$ cat config.mk
export PLATFORM = sky130hd
export DESIGN_NAME = uart_line_status_irq_id
export DESIGN_NICKNAME = d
export VERILOG_FILES = /design/src/design/uart_lsr_pkg.sv /design/src/design/uart_line_status_irq_id.sv /design/src/design/uart_break_detect.sv
export SDC_FILE = /design/constraint.sdc
export NUM_CORES = 1
export LEC_CHECK = 0
export BUFFER_PORTS_ARGS = -buffer_cell sky130_fd_sc_hd__buf_2
export CAP_MARGIN = 20
export CORE_AREA = 10 10 100 102
export CTS_BUF_LIST = sky130_fd_sc_hd__clkbuf_4 sky130_fd_sc_hd__clkbuf_8
export CTS_CLUSTER_DIAMETER = 60
export DETAILED_ROUTE_END_ITERATION = 10
export DIE_AREA = 0 0 110 112
export PLACE_DENSITY = 0.77
export SYNTH_ARGS = -nofsm -noshare
export SYNTH_HDL_FRONTEND = slang
export SYNTH_SLANG_ARGS = --single-unit
$ cat constraint.sdc
create_clock -name i_clock -period 3.3 [get_ports i_clock]
set_clock_uncertainty 0.2 [all_clocks]
set_input_delay 0.495 -clock i_clock [delete_from_list [all_inputs] [get_ports i_clock]]
set_output_delay 0.495 -clock i_clock [all_outputs]
set_load 0.03 [all_outputs]
$ cat src/design/uart_lsr_pkg.sv
package uart_lsr_pkg;

    // APB register map, byte addresses of aligned 32-bit words.
    localparam int        ADDR_W          = 8;
    localparam logic [7:0] OFF_DATA       = 8'h00;
    localparam logic [7:0] OFF_IER        = 8'h04;
    localparam logic [7:0] OFF_CAUSE      = 8'h08;
    localparam logic [7:0] OFF_LCR        = 8'h0C;
    localparam logic [7:0] OFF_LSR        = 8'h14;
    localparam logic [7:0] OFF_MSR        = 8'h18;
    localparam logic [7:0] OFF_EVT_STATUS = 8'h20;
    localparam logic [7:0] OFF_EVT_MASK   = 8'h24;

    // Line status bit positions.
    localparam int LSR_DR         = 0;
    localparam int LSR_OE         = 1;
    localparam int LSR_BREAK      = 4;
    localparam int LSR_HOLD_EMPTY = 5;
    localparam int LSR_ALL_EMPTY  = 6;

    // Interrupt enable bit positions.
    localparam int IER_RDA  = 0;
    localparam int IER_HOLD = 1;
    localparam int IER_LS   = 2;
    localparam int IER_MS   = 3;

    // Pending cause codes, bits 2..0.
    localparam logic [2:0] CODE_NONE = 3'h1;
    localparam logic [2:0] CODE_LS   = 3'h6;
    localparam logic [2:0] CODE_RDA  = 3'h4;
    localparam logic [2:0] CODE_HOLD = 3'h2;
    localparam logic [2:0] CODE_MS   = 3'h0;

    // Line control: [1:0] data bits minus five, [2] two stop bits, [3] parity.
    localparam int         LCR_STOP2     = 2;
    localparam int         LCR_PEN       = 3;
    localparam logic [3:0] CHAR_BITS_MIN = 4'h7;

    // Reset values.
    localparam logic [3:0] IER_RESET   = 4'h0;
    localparam logic [3:0] LCR_RESET   = 4'h3;
    localparam logic [3:0] MODEM_IDLE  = 4'hF;
    localparam logic [3:0] EVT_RESET   = 4'h0;

    // Break timing in 16x sampling ticks.
    localparam int OVERSAMPLE_SHIFT = 4;
    localparam int BREAK_CNT_W      = 9;

endpackage

$ cat src/design/uart_line_status_irq_id.sv
// Our own choices: the APB slave port and the register addresses.
`timescale 1ns/10ps
module uart_line_status_irq_id
    import uart_lsr_pkg::*;
(
    // Clock and reset
    input  wire logic              i_clock,
    input  wire logic              i_nrst,
    // APB slave
    input  wire logic              i_psel,
    input  wire logic              i_penable,
    input  wire logic              i_pwrite,
    input  wire logic [ADDR_W-1:0] i_paddr,
    input  wire logic [31:0]       i_pwdata,
    output logic      [31:0]       o_prdata,
    output logic                   o_pready,
    output logic                   o_pslverr,
    // Receiver side
    input  wire logic              i_baud_tick,
    input  wire logic              i_serial_in,
    input  wire logic              i_rx_valid,
    input  wire logic [7:0]        i_rx_char,
    input  wire logic              i_rx_parity_error,
    input  wire logic              i_rx_framing_error,
    // Transmitter side
    output logic                   o_tx_load,
    output logic      [7:0]        o_tx_char,
    input  wire logic              i_tx_shift_done,
    // Modem inputs, active low pins
    input  wire logic              i_cts_n,
    input  wire logic              i_dsr_n,
    input  wire logic              i_ri_n,
    input  wire logic              i_dcd_n,
    // Interrupts
    output logic                   o_intrpt,
    output logic                   o_event_irq
);
    logic rst_q1;
    logic rst_n;

    always_ff @(posedge i_clock or negedge i_nrst) begin
        if (!i_nrst) begin
            rst_q1 <= 1'b0;
            rst_n  <= 1'b0;
        end else begin
            rst_q1 <= 1'b1;
            rst_n  <= rst_q1;
        end
    end

    // Register state.
    logic [7:0] rx_buf;
    logic       data_ready;
    logic [3:0] lsr_err;
    logic [7:0] tx_hold_reg;
    logic       tx_hold_full;
    logic       tx_shift_full;
    logic       tx_hold_empty_flag;
    logic       hold_irq;
    logic [3:0] ier;
    logic [3:0] lcr;
    logic [3:0] modem_prev;
    logic [3:0] msr_delta;
    logic [3:0] evt_status;
    logic [3:0] evt_mask;
    logic       line_break;

    // Bus decode.
    wire setup  = i_psel & ~i_penable;
    wire done   = i_psel & i_penable & o_pready;
    wire wr     = done & i_pwrite;
    wire rd     = done & ~i_pwrite;
    wire at_dat = i_paddr == OFF_DATA;
    wire at_ier = i_paddr == OFF_IER;
    wire at_cid = i_paddr == OFF_CAUSE;
    wire at_lcr = i_paddr == OFF_LCR;
    wire at_lsr = i_paddr == OFF_LSR;
    wire at_msr = i_paddr == OFF_MSR;
    wire at_evs = i_paddr == OFF_EVT_STATUS;
    wire at_evm = i_paddr == OFF_EVT_MASK;
    wire hit    = at_dat | at_ier | at_cid | at_lcr | at_lsr | at_msr | at_evs | at_evm;

    wire hld_wr = wr & at_dat;
    wire rbr_rd = rd & at_dat;
    wire lsr_rd = rd & at_lsr;
    wire msr_rd = rd & at_msr;
    wire cid_rd = rd & at_cid;

    // Pending sources, gated by the enables.
    wire ls_pend   = ier[IER_LS] & (|lsr_err);
    wire rda_pend  = ier[IER_RDA] & data_ready;
    wire hold_pend = ier[IER_HOLD] & hold_irq;
    wire ms_pend   = ier[IER_MS] & (|msr_delta);
    wire any_pend  = ls_pend | rda_pend | hold_pend | ms_pend;

    // Priority encoder for the cause code.
    wire [2:0] cause_code = ls_pend   ? CODE_LS   :
                            rda_pend  ? CODE_RDA  :
                            hold_pend ? CODE_HOLD :
                            ms_pend   ? CODE_MS   : CODE_NONE;

    wire       tx_all_empty_flag = ~tx_hold_full & ~tx_shift_full;
    wire [7:0] lsr  = {1'b0, tx_all_empty_flag, tx_hold_empty_flag, lsr_err, data_ready};
    wire [3:0] pins = {i_dcd_n, i_ri_n, i_dsr_n, i_cts_n};
    wire [7:0] msr  = {~pins, msr_delta};

    wire [7:0] rd_mux = at_dat ? rx_buf :
                        at_ier ? {4'h0, ier} :
                        at_cid ? {5'h00, cause_code} :
                        at_lcr ? {4'h0, lcr} :
                        at_lsr ? lsr :
                        at_msr ? msr :
                        at_evs ? {4'h0, evt_status} :
                        at_evm ? {4'h0, evt_mask} : 8'h00;

    // Read data are captured at the setup cycle and held through the access, so the
    // cause code seen by the host cannot change while it is addressed.
    wire [31:0] next_prdata = (setup && !i_pwrite) ? {24'h00_0000, rd_mux} : o_prdata;
    wire        next_pready = setup;
    wire        next_pslverr = setup & ~hit;

    // Read-to-clear drops only the bits the host actually saw, so a flag raised
    // between capture and completion survives to the next read.
    wire [3:0] err_clr = lsr_rd ? o_prdata[LSR_BREAK:LSR_OE] : 4'h0;
    wire [3:0] ms_clr  = msr_rd ? o_prdata[3:0] : 4'h0;

    // Error and modem events.
    wire       overrun = i_rx_valid & data_ready & ~rbr_rd;
    wire [3:0] err_set = {line_break, i_rx_valid & i_rx_framing_error,
                          i_rx_valid & i_rx_parity_error, overrun};
    wire [3:0] ms_chg  = modem_prev ^ pins;
    wire [3:0] ms_set  = {ms_chg[3], ~modem_prev[2] & i_ri_n, ms_chg[1:0]};

    // Transmit path; the move waits one cycle when the host writes at the same time.
    wire move    = tx_hold_full & ~tx_shift_full & ~hld_wr;
    wire hld_clr = hld_wr | (cid_rd && o_prdata[2:0] == CODE_HOLD);

    wire [3:0] evt_set = {|ms_set, |err_set, move, i_rx_valid};
    wire [3:0] evt_w1c = (wr && at_evs) ? i_pwdata[3:0] : 4'h0;

    // Break threshold in 16x ticks from the current character format.
    wire [3:0] char_bits = CHAR_BITS_MIN + {2'b00, lcr[1:0]}
                         + {3'b000, lcr[LCR_PEN]} + {3'b000, lcr[LCR_STOP2]};
    wire [BREAK_CNT_W-1:0] char_ticks = BREAK_CNT_W'(char_bits) << OVERSAMPLE_SHIFT;

    uart_break_detect #(
        .CNT_W        (BREAK_CNT_W)
    ) u_break (
        .i_clock      (i_clock),
        .i_nrst       (rst_n),
        .i_tick       (i_baud_tick),
        .i_line       (i_serial_in),
        .i_char_ticks (char_ticks),
        .o_break      (line_break)
    );

    always_ff @(posedge i_clock or negedge rst_n) begin
        if (!rst_n) begin
            o_prdata  <= 32'h0000_0000;
            o_pready  <= 1'b0;
            o_pslverr <= 1'b0;
            ier       <= IER_RESET;
            lcr       <= LCR_RESET;
            evt_mask  <= EVT_RESET;
        end else begin
            o_prdata  <= next_prdata;
            o_pready  <= next_pready;
            o_pslverr <= next_pslverr;
            // Line status and modem status ignore writes; that path is test only.
            if (wr && at_ier) begin
                ier <= i_pwdata[3:0];
            end
            if (wr && at_lcr) begin
                lcr <= i_pwdata[3:0];
            end
            if (wr && at_evm) begin
                evt_mask <= i_pwdata[3:0];
            end
        end
    end

    // Receive buffer and error flags; a new event wins over a clear.
    always_ff @(posedge i_clock or negedge rst_n) begin
        if (!rst_n) begin
            rx_buf     <= 8'h00;
            data_ready <= 1'b0;
            lsr_err    <= 4'h0;
        end else begin
            if (i_rx_valid) begin
                rx_buf <= i_rx_char;
            end
            data_ready <= i_rx_valid | (data_ready & ~rbr_rd);
            lsr_err    <= (lsr_err & ~err_clr) | err_set;
        end
    end

    // Transmit holding and shift occupancy.
    always_ff @(posedge i_clock or negedge rst_n) begin
        if (!rst_n) begin
            tx_hold_reg        <= 8'h00;
            tx_hold_full       <= 1'b0;
            tx_shift_full      <= 1'b0;
            tx_hold_empty_flag <= 1'b1;
            hold_irq           <= 1'b0;
            o_tx_load          <= 1'b0;
            o_tx_char          <= 8'h00;
        end else begin
            if (hld_wr) begin
                tx_hold_reg <= i_pwdata[7:0];
            end
            tx_hold_full       <= hld_wr | (tx_hold_full & ~move);
            tx_shift_full      <= move | (tx_shift_full & ~i_tx_shift_done);
            tx_hold_empty_flag <= move | (tx_hold_empty_flag & ~hld_wr);
            hold_irq           <= move | (hold_irq & ~hld_clr);
            o_tx_load          <= move;
            if (move) begin
                o_tx_char <= tx_hold_reg;
            end
        end
    end

    // Modem deltas and the event interrupt block.
    always_ff @(posedge i_clock or negedge rst_n) begin
        if (!rst_n) begin
            modem_prev  <= MODEM_IDLE;
            msr_delta   <= 4'h0;
            evt_status  <= EVT_RESET;
            o_intrpt    <= 1'b0;
            o_event_irq <= 1'b0;
        end else begin
            modem_prev  <= pins;
            msr_delta   <= (msr_delta & ~ms_clr) | ms_set;
            evt_status  <= (evt_status & ~evt_w1c) | evt_set;
            o_intrpt    <= any_pend;
            o_event_irq <= |(evt_status & evt_mask);
        end
    end
endmodule

$ cat src/design/uart_break_detect.sv
`timescale 1ns/10ps
module uart_break_detect
    import uart_lsr_pkg::*;
#(
    parameter int CNT_W = BREAK_CNT_W
) (
    // Clock and reset
    input  wire logic             i_clock,
    input  wire logic             i_nrst,
    // Serial line and timing
    input  wire logic             i_tick,
    input  wire logic             i_line,
    input  wire logic [CNT_W-1:0] i_char_ticks,
    // Result
    output logic                  o_break
);
    logic [CNT_W-1:0] count;
    logic             fired;
    wire              over = count > i_char_ticks;

    // The count saturates one tick past a character time, so a long break fires once.
    always_ff @(posedge i_clock or negedge i_nrst) begin
        if (!i_nrst) begin
            count   <= '0;
            fired   <= 1'b0;
            o_break <= 1'b0;
        end else begin
            if (i_line) begin
                count <= '0;
            end else if (i_tick && !over) begin
                count <= count + 1'b1;
            end
            o_break <= over & ~fired & ~i_line;
            fired   <= ~i_line & (fired | over);
        end
    end
endmodule

==> reports/qor.txt <==
Slew Viols, Final -> 0
Maximum clock frequency -> 301 MHz
Tot GR Track Use -> 16.5%
IO Count -> 108
Vias in the first global route -> 3,343
Initial DRC count -> 219
Syn avg cell area -> 10.6 um^2
Worst skew pair latency -> 0.36 ns
Failing checks -> setup timing
CORE AREA -> 0.00805 mm^2
RePlAce Congestion -> 0.905
# rows -> 33
Req. time, crit path -> 3.39 ns
Met3 WL -> 1110 um
Slowest cell on crit path -> dfstp_2
Post-synthesis sequential element count -> 83
IR Drop Worst-Case VDD -> 320 uV
Die Span Y -> 112 um
Post-placement cell count -> 560
Finished Cell Area -> 0.00496 mm^2
CP max stage delay -> 0.54 ns
Buf/Inv on CP -> 3
Post-synthesis sequential area ratio -> 48.5%
DRT Pass-1 Iters -> 5
Power Dens Cells -> 398 mW/mm^2
# DRC -> 0
Longest Clk Path Bufs -> 2
Clock transition at path regs -> 0.10 ns
Crit end category -> register
Gr ovfl total -> 0
Mapped Cells -> 405
Detailed Route WL -> 10,400 um
Setup violators final -> 3
Footprint of the multi-input gates -> 0.00208 mm^2
RSZ-0062 raised after global routing -> true
Register area -> 0.00209 mm^2
Place WS -> -0.179 ns
Final Critical Period -> 3.32 ns
WS Path Type -> reg -> reg
Vias post-DR -> 3,307
Final non-filler cell total -> 579
Hold Crit Class -> reg -> async
Crit share post-route -> 101%
DR WL met2 -> 4970 um
Largest register by flop count -> u_break.count
Ys Warns -> 0
CTS tree -> done
Initial Util -> 53.4%
Max reg flops -> 9
PortBufs -> 59
Slew of the pin with the lowest slew margin -> 0.634 ns
Status -> complete, but fails checks
Largest net degree at the start of global routing -> 82
Layout cells sized above 1 -> 33.5%
CP delay by family, top -> adder cells
First-pass GRT wire length -> 16,500 um
Antenna cells -> 0
Leading cell type in the layout, fill and taps excluded -> dfrtp_1
Unique masters post-synth -> 60
Layout net count -> 542
EDFF count, synth -> 0
Post-Syn Area -> 0.00430 mm^2
Leakage -> 2.29 nW
Endpoints failing hold -> 0
Fillers -> 666
DR top layer -> met4
Max cap viols -> 0
Placed cell areas -> 0.00464 mm^2
Post-route ant nets -> 0
Die span in x -> 110 um
M1 WL -> 4040 um
Main synth FF type -> dfrtp_1
Clock sink count -> 83
Critical path cell sequence -> inv_2, ha_4, inv_2, ha_4, fa_2, xor2_1, ha_1, or3b_1, o22ai_2, a21oi_4, buf_6, or3_1, a21oi_1
Synth-to-layout area growth -> 15.3%
Critical path peak fanout -> 5
Antenna violations before repair -> 0
CTS H-tree lvls -> 3
Clock buffer count from CTS -> 9
PnR worst setup slack -> -0.0193 ns
DP Wirelength -> 7530 um
Async SR Flop Fraction -> 100%
Commonest non-fill, non-tap cells in the layout -> 75 x dfrtp_1, 59 x buf_2, 39 x mux2_2, 32 x nand2_1, 25 x conb_1
Average via count per standard cell -> 5.71
CTS Root Cell -> clkbuf_8
Post-DR wirelength/cell -> 17.9 um
Startpoint type of the worst setup path -> register
Die area -> 0.0123 mm^2
Relative slew slack -> 57.1%
WP data arrival -> 3.41 ns
==> power by group <==
part | switching [W] | internal [W]
Combinational | 0.000143 | 0.0000690
Clock | 0.000391 | 0.000302
Sequential | 0.0000263 | 0.00104
==> cells in the mapped netlist (3+ instances only) <==
master	n	share of area, %
dfrtp_1	76	44
o31ai_1	3	0.52
o21ai_0	10	1.2
nor3_1	15	1.7
o2bb2ai_1	3	0.61
buf_1	3	0.26
a22oi_1	8	1.4
a22o_1	3	0.61
o41ai_1	3	0.61
a21o_1	7	1.2
or3_1	5	0.73
a211oi_1	3	0.52
nand2b_1	6	0.87
nand3_1	6	0.70
mux2i_1	6	1.4
nor3b_1	4	0.70
xor2_1	4	0.81
buf_4	24	4.2
mux2_2	41	11
nand4_1	4	0.58
nor2b_1	11	1.6
dfstp_2	7	4.3
nand2_1	32	2.8
a21oi_1	14	1.6
a31oi_1	4	0.58
ha_1	9	2.6
nor2_1	24	2.1
inv_1	15	1.3
clkbuf_1	13	1.1
==> cell type report <==
cell class              instances  share of cell area, %
well taps                     105                   2.65
clock inverters                 6                  0.985
flip-flops and latches         83                   42.2
inverters                      15                   1.14
clock buffers                  10                   2.78
multi-input cells             289                   41.9
repair buffers                 71                   8.38
==> through the flow <==
step	setup TNS (ns)	utilization, %	hold WS, ns	total power [W]
2_1_floorplan	-0.0561	-	-0.000591	0.00124
3_3_place_gp	-0.258	57.6	0.0812	0.00128
3_5_place_dp	-0.960	57.6	0.0814	0.00129
4_1_cts	0	60.4	0.0465	0.00198
5_1_grt	-0.825	61.6	0.0424	0.00205
6_report	-0.0340	61.6	0.0545	0.00197
==> what timing repair did <==
item,CTS,global route
hold endpoints to repair,2,0
hold buffers,1,0
setup endpoints to repair,9,8
pin swaps,4,7
buffers inserted,0,1
gates resized for setup,8,12
==> layer usage <==
metal	GRT usage (%)	vias up
met5	0	-
met4	5.64	0
met3	4.90	30
met2	26.3	172
met1	20.7	1583
li1	-	1522
==> path summary, 6_finish.rpt <==
path	start	cells past startpoint	endpoint	slack (ns)
min in group i_clock	i_cts_n	1	modem_prev[0]$_DFF_PN1_	0.06
hold reg to reg	rst_n$_DFF_PN0_	0	o_event_irq$_DFF_PN0_	0.05
setup reg to reg	lcr[0]$_DFFE_PN1P_	13	u_break.count[6]$_DFFE_PN0P_	-0.02
hold / removal	rst_n$_DFF_PN0_	0	o_event_irq$_DFF_PN0_	0.05
max in group asynchronous	rst_n$_DFF_PN0_	1	modem_prev[2]$_DFF_PN1_	2.19
setup / recovery	lcr[0]$_DFFE_PN1P_	13	u_break.count[6]$_DFFE_PN0P_	-0.02
==> kinds of logic (layout without fill, tap and decap cells) <==
group                      after synthesis  after routing  share of synthesized area [%]
other                                    2             25                          0.175
xor gates and xnor gates                 4              4                          0.815
muxes                                   47             47                           12.1
and+or+nand+nor                        127            127                           15.9
adders and majority gates               10             10                           3.09
buffers and inverters                   56            102                           7.16
AOI/OAI and AO/OA                       76             76                           12.2
DFF                                     83             83                           48.5
Note: power is estimated with default switching activity, not from simulation.
